<file path="src/inc/timer_cfg.svh">
// Offsets, field positions and reset values of the capture/compare timer
`ifndef TIMER_CFG_SVH
`define TIMER_CFG_SVH

// ----------------------------------------------------------------
// Register byte addresses and per-channel register indices
// ----------------------------------------------------------------
`define OFF_TIMER_CTRL 8'h00
`define OFF_COUNTER    8'h04
`define OFF_MODULO     8'h08
`define OFF_CH_BASE    8'h0c
`define CH_STRIDE      8'h0c
`define CH_REG_CTRL    2'h0
`define CH_REG_HIGH    2'h1
`define CH_REG_LOW     2'h2

// ----------------------------------------------------------------
// Field positions
// ----------------------------------------------------------------
`define T_OVF_FLAG  7
`define T_OVF_IE    6
`define T_HALT      5
`define T_CNT_RST   4
`define C_FLAG      7
`define C_IE        6
`define C_BUF       5
`define C_PRIMARY   4
`define C_ELS_HI    3
`define C_ELS_LO    2
`define C_TOV       1
`define C_MAX       0

// ----------------------------------------------------------------
// Reset values and the external clock rate code
// ----------------------------------------------------------------
`define HALT_RST    1'b1
`define MODULO_RST  16'hffff
`define PS_EXT      3'h7

`endif

</file>
<file path="src/inc/timer_pkg.sv">
// Types shared by the capture/compare timer
package timer_pkg;

	typedef struct packed {
		logic        psel;
		logic        penable;
		logic        pwrite;
		logic [7:0]  paddr;
		logic [31:0] pwdata;
	} apb_req_t;

	typedef struct packed {
		logic [31:0] prdata;
		logic        pready;
		logic        pslverr;
	} apb_rsp_t;

	typedef struct packed {
		logic        flag;
		logic        arm;
		logic        ie;
		logic        msb;
		logic        msa;
		logic [1:0]  els;
		logic        tov;
		logic        maxb;
		logic        max_eff;
		logic [15:0] val;
		logic        cap_blk;
		logic        cmp_blk;
		logic        pin;
		logic        pin_prev;
	} chan_t;

	typedef struct packed {
		chan_t [1:0] ch;
		logic [15:0] cnt;
		logic [15:0] mod;
		logic [6:0]  presc;
		logic [2:0]  ps;
		logic        halt;
		logic        toie;
		logic        tof;
		logic        tof_arm;
		logic        ext_prev;
		logic        act_sel;
		logic        wr_sel;
		logic [31:0] prdata;
	} state_t;

endpackage : timer_pkg

</file>
<file path="src/rtl/timer_capture_compare_channels.sv">
// Two-channel capture/compare timer with APB register access
//
// The placing of the registers and the APB register port were left to the implementer.
`timescale 1ns/100ps
`default_nettype none
`include "timer_cfg.svh"

module timer_capture_compare_channels
	import timer_pkg::*;
(
	input  wire logic       core_clk,
	input  wire logic       rst_b,
	input  wire apb_req_t   apb_req,
	output var  apb_rsp_t   apb_rsp,
	input  wire logic [1:0] channel_pin_in,
	input  wire logic       external_timer_clock,
	output var  logic [1:0] channel_pin_out,
	output var  logic [1:0] channel_pin_oe,
	output var  logic [1:0] channel_irq
);

	// ------------------------------------------------------------
	// Helper functions
	// ------------------------------------------------------------

	// Divider tap: low ps bits of the prescaler all ones
	function automatic logic rate_tick(input logic [2:0] ps,
		input logic [6:0] presc, input logic ext);
		logic [6:0] mask;
		mask = 7'h7f >> (3'h7 - ps);
		if (ps == `PS_EXT)
			rate_tick = ext;
		else
			rate_tick = ((presc & mask) == mask);
	endfunction : rate_tick

	function automatic logic is_capture(input chan_t c);
		is_capture = !c.msb && !c.msa && (c.els != 2'b00);
	endfunction : is_capture

	function automatic logic is_compare(input chan_t c);
		is_compare = c.msb || c.msa;
	endfunction : is_compare

	// Edge qualifier for capture, current sample against last
	function automatic logic edge_match(input logic [1:0] els,
		input logic cur, input logic prev);
		edge_match = (els[0] && cur && !prev) ||
			(els[1] && !cur && prev);
	endfunction : edge_match

	// Pin action on compare
	function automatic logic cmp_action(input logic [1:0] els,
		input logic pin);
		unique case (els)
			2'b01:   cmp_action = ~pin;
			2'b10:   cmp_action = 1'b0;
			2'b11:   cmp_action = 1'b1;
			2'b00:   cmp_action = pin;
		endcase
	endfunction : cmp_action

	function automatic logic [7:0] chan_addr(input logic i,
		input logic [1:0] r);
		chan_addr = `OFF_CH_BASE + (i ? `CH_STRIDE : 8'h00)
			+ {4'h0, r, 2'b00};
	endfunction : chan_addr

	function automatic logic mapped(input logic [7:0] a);
		mapped = (a == `OFF_TIMER_CTRL) || (a == `OFF_COUNTER) ||
			(a == `OFF_MODULO) ||
			((a >= `OFF_CH_BASE) && (a <= chan_addr(1'b1, 2'h2))
			&& (a[1:0] == 2'b00));
	endfunction : mapped

	function automatic logic [7:0] ctrl_byte(input chan_t c);
		ctrl_byte = {c.flag, c.ie, c.msb, c.msa, c.els, c.tov,
			c.maxb};
	endfunction : ctrl_byte

	// ------------------------------------------------------------
	// State and working signals
	// ------------------------------------------------------------
	state_t      st;
	state_t      next_st;
	chan_t       c;
	logic        tick;
	logic        ovf;
	logic        ext_rise;
	logic        acc;
	logic        wr;
	logic        setup_rd;
	logic        cnt_rst_wr;
	logic        buf_alt;
	logic [15:0] cv;
	logic        blk;
	logic [1:0]  live;
	logic [1:0]  cap_ev;
	logic [1:0]  cmp_ev;
	logic [7:0]  d;

	// Bus phases; slave always ready, no wait states
	assign acc      = apb_req.psel && apb_req.penable;
	assign wr       = acc && apb_req.pwrite;
	assign setup_rd = apb_req.psel && !apb_req.penable &&
		!apb_req.pwrite;
	assign d        = apb_req.pwdata[7:0];
	assign cnt_rst_wr = wr && (apb_req.paddr == `OFF_TIMER_CTRL) &&
		d[`T_CNT_RST];

	// Read data from the flop; ready constant, error decoded from the address
	assign apb_rsp.prdata  = st.prdata;
	assign apb_rsp.pready  = 1'b1;
	assign apb_rsp.pslverr = acc && !mapped(apb_req.paddr);

	// Pins and requests; ignored odd channel drives nothing
	always_comb
	begin
		for (int i = 0; i < 2; i++)
		begin
			channel_pin_out[i] = st.ch[i].pin;
			channel_pin_oe[i]  = live[i] &&
				(st.ch[i].els != 2'b00);
			channel_irq[i]     = st.ch[i].flag &&
				st.ch[i].ie;
		end
	end

	// ------------------------------------------------------------
	// Next-state logic
	// ------------------------------------------------------------
	always_comb
	begin
		next_st = st;
		c       = st.ch[0];
		cv      = 16'h0000;
		blk     = 1'b0;
		live    = 2'b11;
		cap_ev  = 2'b00;
		cmp_ev  = 2'b00;
		buf_alt = st.ch[0].msb && st.act_sel;

		// Counter clock: divider taps or external pin edge
		ext_rise = external_timer_clock && !st.ext_prev;
		next_st.ext_prev = external_timer_clock;
		tick = !st.halt && rate_tick(st.ps, st.presc, ext_rise);
		ovf  = tick && (st.cnt == st.mod);
		if (!st.halt)
			next_st.presc = st.presc + 7'h01;
		if (tick)
			next_st.cnt = ovf ? 16'h0000 : st.cnt + 16'h0001;
		if (ovf)
		begin
			next_st.tof     = 1'b1;
			next_st.tof_arm = 1'b0;
			next_st.act_sel = st.wr_sel;
		end

		// Channels evaluated one by one; paired channel 0 may use channel 1's value and hold
		for (int i = 0; i < 2; i++)
		begin
			c = st.ch[i];
			live[i] = !(i == 1 && st.ch[0].msb);
			cv  = (i == 0 && buf_alt) ? st.ch[1].val : c.val;
			blk = (i == 0 && buf_alt) ? st.ch[1].cmp_blk
				: c.cmp_blk;
			next_st.ch[i].pin_prev = channel_pin_in[i];
			// Halted counter inhibits captures
			cap_ev[i] = live[i] && is_capture(c) && !st.halt &&
				!c.cap_blk &&
				edge_match(c.els, channel_pin_in[i],
				c.pin_prev);
			cmp_ev[i] = live[i] && is_compare(c) && tick &&
				(next_st.cnt == cv) && !blk;
			if (cap_ev[i])
				next_st.ch[i].val = st.cnt;
			if (cap_ev[i] || cmp_ev[i])
			begin
				next_st.ch[i].flag = 1'b1;
				next_st.ch[i].arm  = 1'b0;
			end
			// Preset level is the inverted primary bit while pin released
			if (c.els == 2'b00)
				next_st.ch[i].pin = ~c.msa;
			else if (is_compare(c) && c.tov && ovf)
				next_st.ch[i].pin = c.max_eff ? ~c.els[0]
					: ~c.pin;
			else if (cmp_ev[i] && !(c.tov && c.max_eff))
				next_st.ch[i].pin = cmp_action(c.els, c.pin);
			// Full duty only changes at a period boundary
			if (ovf)
				next_st.ch[i].max_eff = c.maxb;
		end

		// Read data latched in setup; counter read has no side
		// effect on counting
		if (setup_rd)
		begin
			next_st.prdata = 32'h0000_0000;
			if (apb_req.paddr == `OFF_TIMER_CTRL)
				next_st.prdata[7:0] = {st.tof, st.toie, st.halt,
					1'b0, 1'b0, st.ps};
			if (apb_req.paddr == `OFF_COUNTER)
				next_st.prdata[15:0] = st.cnt;
			if (apb_req.paddr == `OFF_MODULO)
				next_st.prdata[15:0] = st.mod;
			for (int i = 0; i < 2; i++)
			begin
				if (apb_req.paddr == chan_addr(i[0], `CH_REG_CTRL))
					next_st.prdata[7:0] = ctrl_byte(st.ch[i]);
				if (apb_req.paddr == chan_addr(i[0], `CH_REG_HIGH))
					next_st.prdata[7:0] = st.ch[i].val[15:8];
				if (apb_req.paddr == chan_addr(i[0], `CH_REG_LOW))
					next_st.prdata[7:0] = st.ch[i].val[7:0];
			end
		end

		// Timer control register access
		if (acc && apb_req.paddr == `OFF_TIMER_CTRL)
		begin
			if (apb_req.pwrite)
			begin
				next_st.toie = d[`T_OVF_IE];
				next_st.halt = d[`T_HALT];
				next_st.ps   = d[2:0];
				if (!d[`T_OVF_FLAG] && st.tof_arm && !ovf)
					next_st.tof = 1'b0;
				next_st.tof_arm = 1'b0;
				if (d[`T_CNT_RST])
				begin
					next_st.cnt   = 16'h0000;
					next_st.presc = 7'h00;
				end
			end
			else if (st.prdata[`T_OVF_FLAG])
				next_st.tof_arm = !ovf;
		end
		if (wr && apb_req.paddr == `OFF_MODULO)
			next_st.mod = apb_req.pwdata[15:0];

		// Channel register accesses
		for (int i = 0; i < 2; i++)
		begin
			c = st.ch[i];
			if (acc && apb_req.paddr == chan_addr(i[0], `CH_REG_CTRL))
			begin
				if (apb_req.pwrite)
				begin
					next_st.ch[i].ie   = d[`C_IE];
					next_st.ch[i].msb  = (i == 0) && d[`C_BUF];
					next_st.ch[i].msa  = d[`C_PRIMARY];
					next_st.ch[i].els  = d[`C_ELS_HI:`C_ELS_LO];
					next_st.ch[i].tov  = d[`C_TOV];
					next_st.ch[i].maxb = d[`C_MAX];
					if (!d[`C_FLAG] && c.arm &&
						!(cap_ev[i] || cmp_ev[i]))
						next_st.ch[i].flag = 1'b0;
					next_st.ch[i].arm = 1'b0;
				end
				else if (st.prdata[`C_FLAG])
					next_st.ch[i].arm = !(cap_ev[i] || cmp_ev[i]);
			end
			if (acc && apb_req.paddr == chan_addr(i[0], `CH_REG_HIGH))
			begin
				if (apb_req.pwrite)
				begin
					next_st.ch[i].val[15:8] = d;
					if (is_compare(c))
						next_st.ch[i].cmp_blk = 1'b1;
				end
				else if (!is_compare(c))
					next_st.ch[i].cap_blk = 1'b1;
			end
			if (acc && apb_req.paddr == chan_addr(i[0], `CH_REG_LOW))
			begin
				if (apb_req.pwrite)
				begin
					next_st.ch[i].val[7:0] = d;
					next_st.ch[i].cmp_blk  = 1'b0;
					if (st.ch[0].msb)
						next_st.wr_sel = i[0];
				end
				else
					next_st.ch[i].cap_blk = 1'b0;
			end
		end

		// Unpaired mode always uses the even channel's value
		if (!next_st.ch[0].msb)
		begin
			next_st.act_sel = 1'b0;
			next_st.wr_sel  = 1'b0;
		end
	end

	// ------------------------------------------------------------
	// State register
	// ------------------------------------------------------------
	always_ff @(posedge core_clk or negedge rst_b)
	begin
		if (!rst_b)
		begin
			st      <= '0;
			st.halt <= `HALT_RST;
			st.mod  <= `MODULO_RST;
		end
		else
			st <= next_st;
	end
endmodule : timer_capture_compare_channels
`default_nettype wire

</file>
<file path="config.mk">
export PLATFORM = sky130hd
export DESIGN_NAME = timer_capture_compare_channels
export DESIGN_NICKNAME = d
export VERILOG_FILES = /design/src/inc/timer_pkg.sv /design/src/rtl/timer_capture_compare_channels.sv
export VERILOG_INCLUDE_DIRS = /design/src /design/src/inc
export SDC_FILE = /design/constraint.sdc
export NUM_CORES = 1
export LEC_CHECK = 0
export ABC_CLOCK_PERIOD_IN_PS = 4300
export BUFFER_PORTS_ARGS = -buffer_cell sky130_fd_sc_hd__buf_4
export CAP_MARGIN = 20
export CORE_UTILIZATION = 50
export CTS_BUF_LIST = sky130_fd_sc_hd__clkbuf_2 sky130_fd_sc_hd__clkbuf_4 sky130_fd_sc_hd__clkbuf_8
export DETAILED_ROUTE_END_ITERATION = 8
export PLACE_DENSITY = 0.68
export SYNTH_ARGS = -nofsm -noshare
export SYNTH_HDL_FRONTEND = slang
export SYNTH_SLANG_ARGS = --single-unit
</file>
<file path="constraint.sdc">
create_clock -name core_clk -period 4.3 [get_ports core_clk]
set_clock_uncertainty 0.1 [all_clocks]
set_input_delay 0.86 -clock core_clk [delete_from_list [all_inputs] [get_ports core_clk]]
set_output_delay 0.86 -clock core_clk [all_outputs]
set_load 0.005 [all_outputs]
</file>
# == Word-level counts from Yosys, hierarchy flattened ==
# Index checks and enable logic that the tools add are counted.
# op_classes
bitwise,7
n_mux,81
addsub,3
n_reduce_logical,102
n_shift,1
eq_ne,20
order_cmp,2
# op_table
op,count
$mux W16,10
$mux W8,13
$logic_and A1 B1 Y1,61
$eq A16 B16 Y1,3
$mux W1,40
$eq A8 B5 Y1 const B,4
$mux W7,4
$logic_not A1 Y1,22
$mux W10,2
$mux W9,2
$add A16 B1 Y16 const B,1
$eq A8 B4 Y1 const B,2
$mux W14,1
$mux W13,1
$mux W2,6
$eq A2 B2 Y1 const B,4
$eq A8 B3 Y1 const B,1
$eq A8 B6 Y1 const B,1
$ge A8 B4 Y1 const B,1
$le A8 B6 Y1 const B,1
$logic_not A8 Y1,1
$logic_or A1 B1 Y1,8
$add A7 B1 Y7 const B,1
$and A7 B7 Y7,1
other kinds (12),25
# word_totals
elab_cells,255
input_bits,48
out_inout_bits,40
register_bits,124

# == Depth between registers and ports, before layout ==
# Gate-level depths: netlist of run 1.
# depth
depth_word,19
depth_mapped,13

# == Worst setup path before layout of run 1 ==
# No wires, ideal clock.
# synth_path
path_type,input-to-reg
start,in external_timer_clock
end,reg st (netlist bit channel_pin_out[0])
stages,10
arrival_ns,3.103
required_ns,4.072
slack_ns,0.969
cell_sequence,nand2b_1 > a41oi_1 > o211ai_4 > nor4_4 > xnor2_1 > or3_1 > a2111oi_2 > nand4_1 > o211ai_2 > mux2_1
# synth_via
elab_chain_cells,11
elab_cells_between_ends,15
# synth_rtl
item,line,rtl
"start, declared",timer_capture_compare_channels.sv:16,"input wire logic external_timer_clock,"
$logic_and A1 B1 Y1 (*),timer_capture_compare_channels.sv:144,ext_rise = external_timer_clock && !st.ext_prev;
$mux W1 (*),timer_capture_compare_channels.sv:31,if (ps == `PS_EXT)
$logic_and A1 B1 Y1 (*),timer_capture_compare_channels.sv:146,"tick = !st.halt && rate_tick(st.ps, st.presc, ext_rise);"
$logic_and A1 B1 Y1,timer_capture_compare_channels.sv:147,ovf = tick && (st.cnt == st.mod);
$mux W16,timer_capture_compare_channels.sv:151,next_st.cnt = ovf ? 16'h0000 : st.cnt + 16'h0001;
$mux W16,timer_capture_compare_channels.sv:150,if (tick)
$eq A16 B16 Y1,timer_capture_compare_channels.sv:174,(next_st.cnt == cv) && !blk;
$logic_and A1 B1 Y1,timer_capture_compare_channels.sv:173,cmp_ev[i] = live[i] && is_compare(c) && tick &&
$logic_and A1 B1 Y1,timer_capture_compare_channels.sv:174,
$logic_and A1 B1 Y1,timer_capture_compare_channels.sv:188,else if (cmp_ev[i] && !(c.tov && c.max_eff))
$reduce_bool A3 Y1 (no source line),--,
"end signal, assigned",timer_capture_compare_channels.sv:308,st <= next_st;
"end, declared",timer_capture_compare_channels.sv:84,state_t st;
# Every way passes the cells marked *; elsewhere a longest branch is shown, timed or not.
# A chain may end at the register's enable or synchronous reset.

# == Worst setup path after layout of run 1 ==
# layout_path
start,reg st[58] in the netlist's numbering
end,reg st (netlist bit channel_pin_out[0])
# layout_via
elab_chain_cells,9
elab_cells_between_ends,12
# layout_rtl
item,line
$eq A16 B16 Y1 (*),timer_capture_compare_channels.sv:147
$logic_and A1 B1 Y1 (*),timer_capture_compare_channels.sv:147
$mux W16,timer_capture_compare_channels.sv:151
$mux W16,timer_capture_compare_channels.sv:150
$eq A16 B16 Y1,timer_capture_compare_channels.sv:174
$logic_and A1 B1 Y1,timer_capture_compare_channels.sv:173
$logic_and A1 B1 Y1,timer_capture_compare_channels.sv:174
$logic_and A1 B1 Y1,timer_capture_compare_channels.sv:188
$reduce_bool A3 Y1 (no source line),--
# Marked as above.

==> flow_summary.toml, run 1 <==
[logic_synthesis]
ys_seq_elements = 123
yosysMostFrequentCell = "dfrtp_1"
synth_largest_area_cell = "dfrtp_1"
ys_types = 82
synth_commonest_cells = "106 x dfrtp_1, 87 x nand2_1, 65 x nor2_1"
synth-compound-area-share = 0.1884
yosys-mux-area-fraction = 0.1198
synth_edf_count = 0
synthTopCellsByArea = "dfrtp_1 34%, mux2i_1 6.7%, dfstp_2 5.7%"
synthFlopType = "dfrtp_1"
yosys.area_share.simple = 0.1828
synth_area_um2 = 7825
synth_fa_ha_area_frac = 0.003198
synth_xor_area_frac = 0.03582
async_flop_share = 1.000
syn_inst = 853
ys_seq_area_frac = 0.3961
synth_top_cell_area_share = 0.3390
synth_top_family_by_area = "compound AO/OA/AOI/OAI gates"
syn_avg_cell_area_um2 = 9.174
yosys_warnings = 0

[critical_path]
cp_max_fo = 12
rr_startpoint = "st[58]$_DFFE_PN1P_"
slowest_stage = "dfstp_2"
timing.critical_path.depth = 14
crit_buf_inv = 4
reg2reg_depth = 14
path_cells = "xor2_1 > nor4_1 > buf_4 > nand4_1 > buf_4 > buf_4 > a21o_1 > a221oi_1 > or4_1 > nor3_1 > nand4_1 > buf_4 > o211ai_2 > mux2_1"
r2r_slack_ps = 460
crit_arrival_ps = 4070
critical_path_class = "register to register"
cp-startpoint = "st[58]$_DFFE_PN1P_"
critPathMaxStageDelay_ps = 570
crit_family = "simple AND/OR/NAND/NOR gates"
crit_end = "channel_pin_out[0]$_DFFE_PN0P_"
worstSetupStartpointType = "register"
cp_data_required_time_ps = 4540
crit_top_cell = "buf_4"
endpoint_kind = "register"
reg2reg_to = "channel_pin_out[0]$_DFFE_PN0P_"

[power]
finalPower_mw = 3.526
p_leak_nw = 3.871
power_density_nw_per_um2 = 398.1
peakVddDrop_mv = 0.3352

[grt]
grt_max_degree = 45
grt_first_pass_wirelength_um = 39450
grt.total_usage = 0.3315
grt_pass1_vias = 6728
grt_overflow = 0
antenna_found_initial = 0

[placement]
port_buffers = 54
place_congestion = 0.9167
dp.cells = 1092
dp_hpwl_um = 19240
place_area_um2 = 8471

[run]
drv_cap = 0

[sta]
fmax_mhz = 260.7
hold_violations = 0
maxSlewHeadroom = 0.3753
post-route-min-period_ps = 3835
rsz0062_at_grt = "false"
post-route-period-util = 0.8919
slew_viol_final = 0
setup_viol = 0
tightest_slew_ps = 928.4
finalSetupTns_ps = 0

[clocking]
cts_tree = "built"
cts.sinks = 123
cts_root_buffer = "clkbuf_8"
cts_buffers = 17
htree_levels = 4
insertion_delay_ps = 450
cts_hold_buf = 0
clock_path_buffers = 2
cts_resized = 0
post-cts-setup-buffers = 0
clkTransAtPathRegs_ps = 80

[die]
dieHeight_um = 127.1
fp.dieW_um = 127.1
row_count = 45
io_pins = 88
die-area_um2 = 16150
core_area_um2 = 15260
start_util = 0.5128

[drt]
met3_length_um = 2114
drcViolationCount = 0
wl_per_cell_um = 22.82
drt_iter0_markers = 733
drtAntennaViolNets = 0
top_layer = "met4"
drtPass1Iterations = 6
vias = 6926
wl_met2_um = 11720
via_per_inst = 6.162
m1WireLength_um = 10900
detail_route.wirelength_um = 25650

[final_layout]
utilization = 0.5805
fin_cells = 1124
drive_above_1_share = 0.2355
area_growth_pct = 13.19
stdcell_area_um2 = 8857
num_antenna_cells = 0
nNetsFinal = 950

[min_path]
hold_path_class = "primary input to async pin"

[run_status]
status = "finished, final reports clean"
==> report_power, final <==
group,internal [mW],switching (mW)
Clock,0.537,0.483
Combinational,0.437,0.587
Sequential,1.30,0.181
==> per-stage QoR <==
| step | hold slack (ps) | setup WS [ps] |
|---|---|---|
| 3_5_place_dp | 387.7 | 380.1 |
| 3_3_place_gp | 364.4 | 370.0 |
| 5_1_grt | 332.7 | 422.2 |
| 4_1_cts | 322.9 | 536.2 |
| 6_report | 301.5 | 464.8 |
| 2_1_floorplan | 345.7 | 969.3 |
==> worst min path at each step <==
stage	to	depth (start not counted)
2_1_floorplan	st[36]$_DFF_PN0_	2
3_3_place_gp	st[36]$_DFF_PN0_	2
3_5_place_dp	apb_rsp[4]$_DFFE_PN0P_	1
4_1_cts	st[71]$_DFF_PN0_	1
5_1_grt	st[78]$_DFF_PN0_	1
6_report	st[78]$_DFF_PN0_	1
==> state kept, by name, indices dropped and copies added (netlist names), named ones only <==
signal / count
st: 75
cv: 16
channel_pin_out: 2
c: 10
apb_rsp: 16
==> cell type report <==
type / instances / area, µm²
Tap cell: 211 / 264.0
Clock inverter: 12 / 123.9
Inverter: 13 / 48.80
Fill cell: 1351 / 6401
Sequential cell: 123 / 3099
Clock buffer: 20 / 262.8
Timing Repair Buffer: 107 / 828.3
Multi-Input combinational cell: 638 / 4230
==> cell usage in the layout, fill, tap and decap left out, types with 4 or more instances in the layout <==
| cell | synthesis | layout |
|---|---|---|
| nand2b_1 | 9 | 9 |
| clkbuf_8 | 0 | 18 |
| xnor2_1 | 11 | 11 |
| clkinv_2 | 0 | 5 |
| a22o_1 | 10 | 10 |
| conb_1 | 2 | 17 |
| dfstp_2 | 17 | 17 |
| and2_1 | 10 | 10 |
| and3_1 | 11 | 11 |
| nor3b_1 | 6 | 5 |
| nor2b_1 | 7 | 7 |
| a21oi_1 | 41 | 41 |
| buf_4 | 38 | 105 |
| nand3b_1 | 6 | 6 |
| or3_1 | 7 | 7 |
| xor2_1 | 21 | 21 |
| a31oi_1 | 15 | 15 |
| mux2i_1 | 52 | 52 |
| nand3_1 | 18 | 18 |
| nor2_1 | 65 | 65 |
| dfrtp_1 | 106 | 106 |
| a21o_1 | 4 | 4 |
| o21ai_0 | 55 | 55 |
| a32oi_1 | 4 | 4 |
| a221oi_1 | 6 | 6 |
| nor4_1 | 10 | 9 |
| mux2_2 | 36 | 36 |
| clkinvlp_4 | 0 | 4 |
| inv_1 | 13 | 13 |
| a22oi_1 | 29 | 29 |
| nand2_1 | 87 | 87 |
| nor3_1 | 19 | 19 |
| o21a_1 | 5 | 5 |
| nand4_1 | 13 | 13 |
==> layer usage <==
metal | vias to the layer above | track usage
met4 | 0 | 0.1471
met5 | - | 0
li1 | 3138 | -
met2 | 330 | 0.5194
met1 | 3401 | 0.4356
met3 | 57 | 0.08250
==> worst register-to-register path, cell delays in order, from the launching register on <==
cell      delay [ps]
dfstp_2          570
xor2_1           280
nor4_1            90
buf_4            160
nand4_1          130
buf_4            210
buf_4            240
a21o_1           210
a221oi_1         130
or4_1            530
nor3_1           220
nand4_1          160
buf_4            190
o211ai_2         160
mux2_1           330
==> logic make-up (layout without fill, tap and decap cells) <==
group	count (synthesis)	count (layout)
adders and majority gates	2	2
and+or+nand+nor	286	286
xor gates and xnor gates	32	32
other	2	17
DFF	123	123
muxes	89	89
buffers and inverters	107	152
AOI/OAI and AO/OA	212	212
Power figures use the tool's default switching activity.
==> inputs of run 2 (changes only) <==
Settings changed: CORE_UTILIZATION 50 to 45, HOLD_SLACK_MARGIN set to 0.03, PLACE_DENSITY 0.68 to 0.62.
==> run 2 against run 1 <==
  * Hold slack better by 54 ps
  * Register-to-register slack improved by 40 ps
  * Sequential power grew 4%
  * Routed wire length up 3.0%
  * Global-route usage fell by 2.6 points
  * Combinational power down 7%
  * Critical path type unchanged
  * Largest cell class unchanged
==> flow_summary.toml, run 2 (synthesis results as in run 1) <==
[clocking]
cts_resized = 0
cts_root_buffer = "clkbuf_8"
cts.sinks = 123
clock_path_buffers = 2
cts_tree = "built"
cts_buffers = 17
clkTransAtPathRegs_ps = 80
insertion_delay_ps = 450
htree_levels = 4
post-cts-setup-buffers = 0
cts_hold_buf = 0

[final_layout]
final_cell_mix = "106 x dfrtp_1, 91 x buf_4, 87 x nand2_1"
nNetsFinal = 935
num_antenna_cells = 0
layout_commonest_cell = "dfrtp_1"
fillers = 1556
drive_above_1_share = 0.2227
utilization = 0.5223
largest_register_ffs = 75
regMostFlops = "st"
area_growth_pct = 11.86

[power]
p_sw_frac = 0.3638
power_density_nw_per_um2 = 404.3
peakVddDrop_mv = 0.3053
switchingPower_mw = 1.288
p_leak_nw = 3.798
comb_power_share = 0.268
finalPower_mw = 3.539
sequentialPowerShare = 0.435
clockPowerShare = 0.296
p_int_mw = 2.251

[critical_path]
cp_data_required_time_ps = 4530
slowest_stage = "dfrtp_1"
cp_max_fo = 17
reg2reg_depth = 12
cp-startpoint = "st[39]$_DFFE_PN0P_"
path_cells = "a22o_1 > a22o_1 > o211ai_4 > buf_4 > nor2_1 > buf_4 > or3_1 > a2111oi_2 > nand4_1 > buf_4 > o211ai_2 > mux2_1"
critical_path_class = "register to register"
crit_arrival_ps = 4030
rr_startpoint = "st[39]$_DFFE_PN0P_"
endpoint_kind = "register"
crit_top_cell = "buf_4"
critPathMaxStageDelay_ps = 470
worstSetupStartpointType = "register"

[sta]
finalSetupTns_ps = 0
maxSlewHeadroom = 0.3993
tightest_slew_ps = 898.9
fmax_mhz = 263.3
rsz0062_at_grt = "false"
hold_violations = 0
setup_viol = 0
slew_viol_final = 0
post-route-min-period_ps = 3799
post-route-period-util = 0.8834

[die]
row_count = 47
io_pins = 88
dieHeight_um = 133.9
start_util = 0.4669
fp.dieW_um = 133.9
core_area_um2 = 16760
die-area_um2 = 17920

[min_path]
hold_path_class = "primary input to async pin"

[drt]
drt_iter0_markers = 759
vias = 6961
detail_route.wirelength_um = 26420
drtPass1Iterations = 6
via_per_inst = 6.226
drtAntennaViolNets = 0
wl_per_cell_um = 23.63
drcViolationCount = 0

[placement]
dp_hpwl_um = 19400
port_buffers = 54
place_congestion = 0.9579

[run_status]
status = "finished, final reports clean"

[run]
drv_cap = 0

[grt]
grt.total_usage = 0.3052
grt_first_pass_wirelength_um = 40370
antenna_found_initial = 0
grt_max_degree = 55
grt_overflow = 0
grt_pass1_vias = 6730
run 2: changes by cell type in the layout (fill, tap and decap cells not counted):
cell | before | now
clkinvlp_4 | 4 | 3
buf_4 | 105 | 91
inv_6 | 0 | 3
clkinv_4 | 1 | 2
clkinv_2 | 5 | 3
buf_12 | 2 | 1
clkbuf_4 | 2 | 1
run 2: area by class of cell:
class                   instances  area (µm²)  area share
flip-flops and latches        123        3099      0.3541
clock inverters                13       141.4     0.01615
well taps                     220       275.3     0.03145
multi-input cells             638        4230      0.4833
inverters                      13       48.80    0.005575
clock buffers                  19       255.2     0.02916
repair buffers                 92       703.2     0.08033
run 2: critical path, delay by kind of cell (launching register included):
| family | cells | cell delay (ps) |
|---|---|---|
| DFF | 1 | 470 |
| muxes | 1 | 350 |
| AOI/OAI and AO/OA | 5 | 1390 |
| and+or+nand+nor | 3 | 640 |
| buffers and inverters | 3 | 730 |
run 2: routing by layer:
metal  track usage  wire, µm  part of all wire  vias to the layer above
li1              -         -                 -                     3107
met1        0.4266     11500              0.44                     3449
met2        0.4663     12020              0.45                      361
met3       0.06274      2193             0.083                       44
met4        0.1105       706             0.027                        0
met5             0         0                 0                        -
run 2: power groups by stage:
stage | combinational, mW | sequential (mW) | clock, mW
3_3_place_gp | 0.917 | 1.55 | 0
5_1_grt | 1.04 | 1.55 | 1.10
6_report | 0.950 | 1.54 | 1.05
3_5_place_dp | 0.932 | 1.56 | 0
2_1_floorplan | 0.693 | 1.42 | 0
4_1_cts | 0.939 | 1.53 | 1.06
run 2: final timing paths:
kind / end / slack, ps
worst min-delay path: st[77]$_DFF_PN0_ / 360
worst max register to register: channel_pin_out[0]$_DFFE_PN0P_ / 500
min in group core_clk: apb_rsp[3]$_DFFE_PN0P_ / 400
max in group asynchronous: st[53]$_DFFE_PN1P_ / 2820
worst max-delay path: channel_pin_out[0]$_DFFE_PN0P_ / 500
worst min register to register: apb_rsp[3]$_DFFE_PN0P_ / 400
run 2: metrics by stage:
stage	setup WS (ps)	instance area, µm²	hold slack [ps]	instances
finish	501.4	8753	355.0	1118
floorplan	969.3	7881	345.7	868
global placement	341.0	8357	360.3	1086
detailed placement	402.9	8357	374.1	1086
global route	252.5	8753	387.2	1118
CTS	534.6	8753	370.4	1118
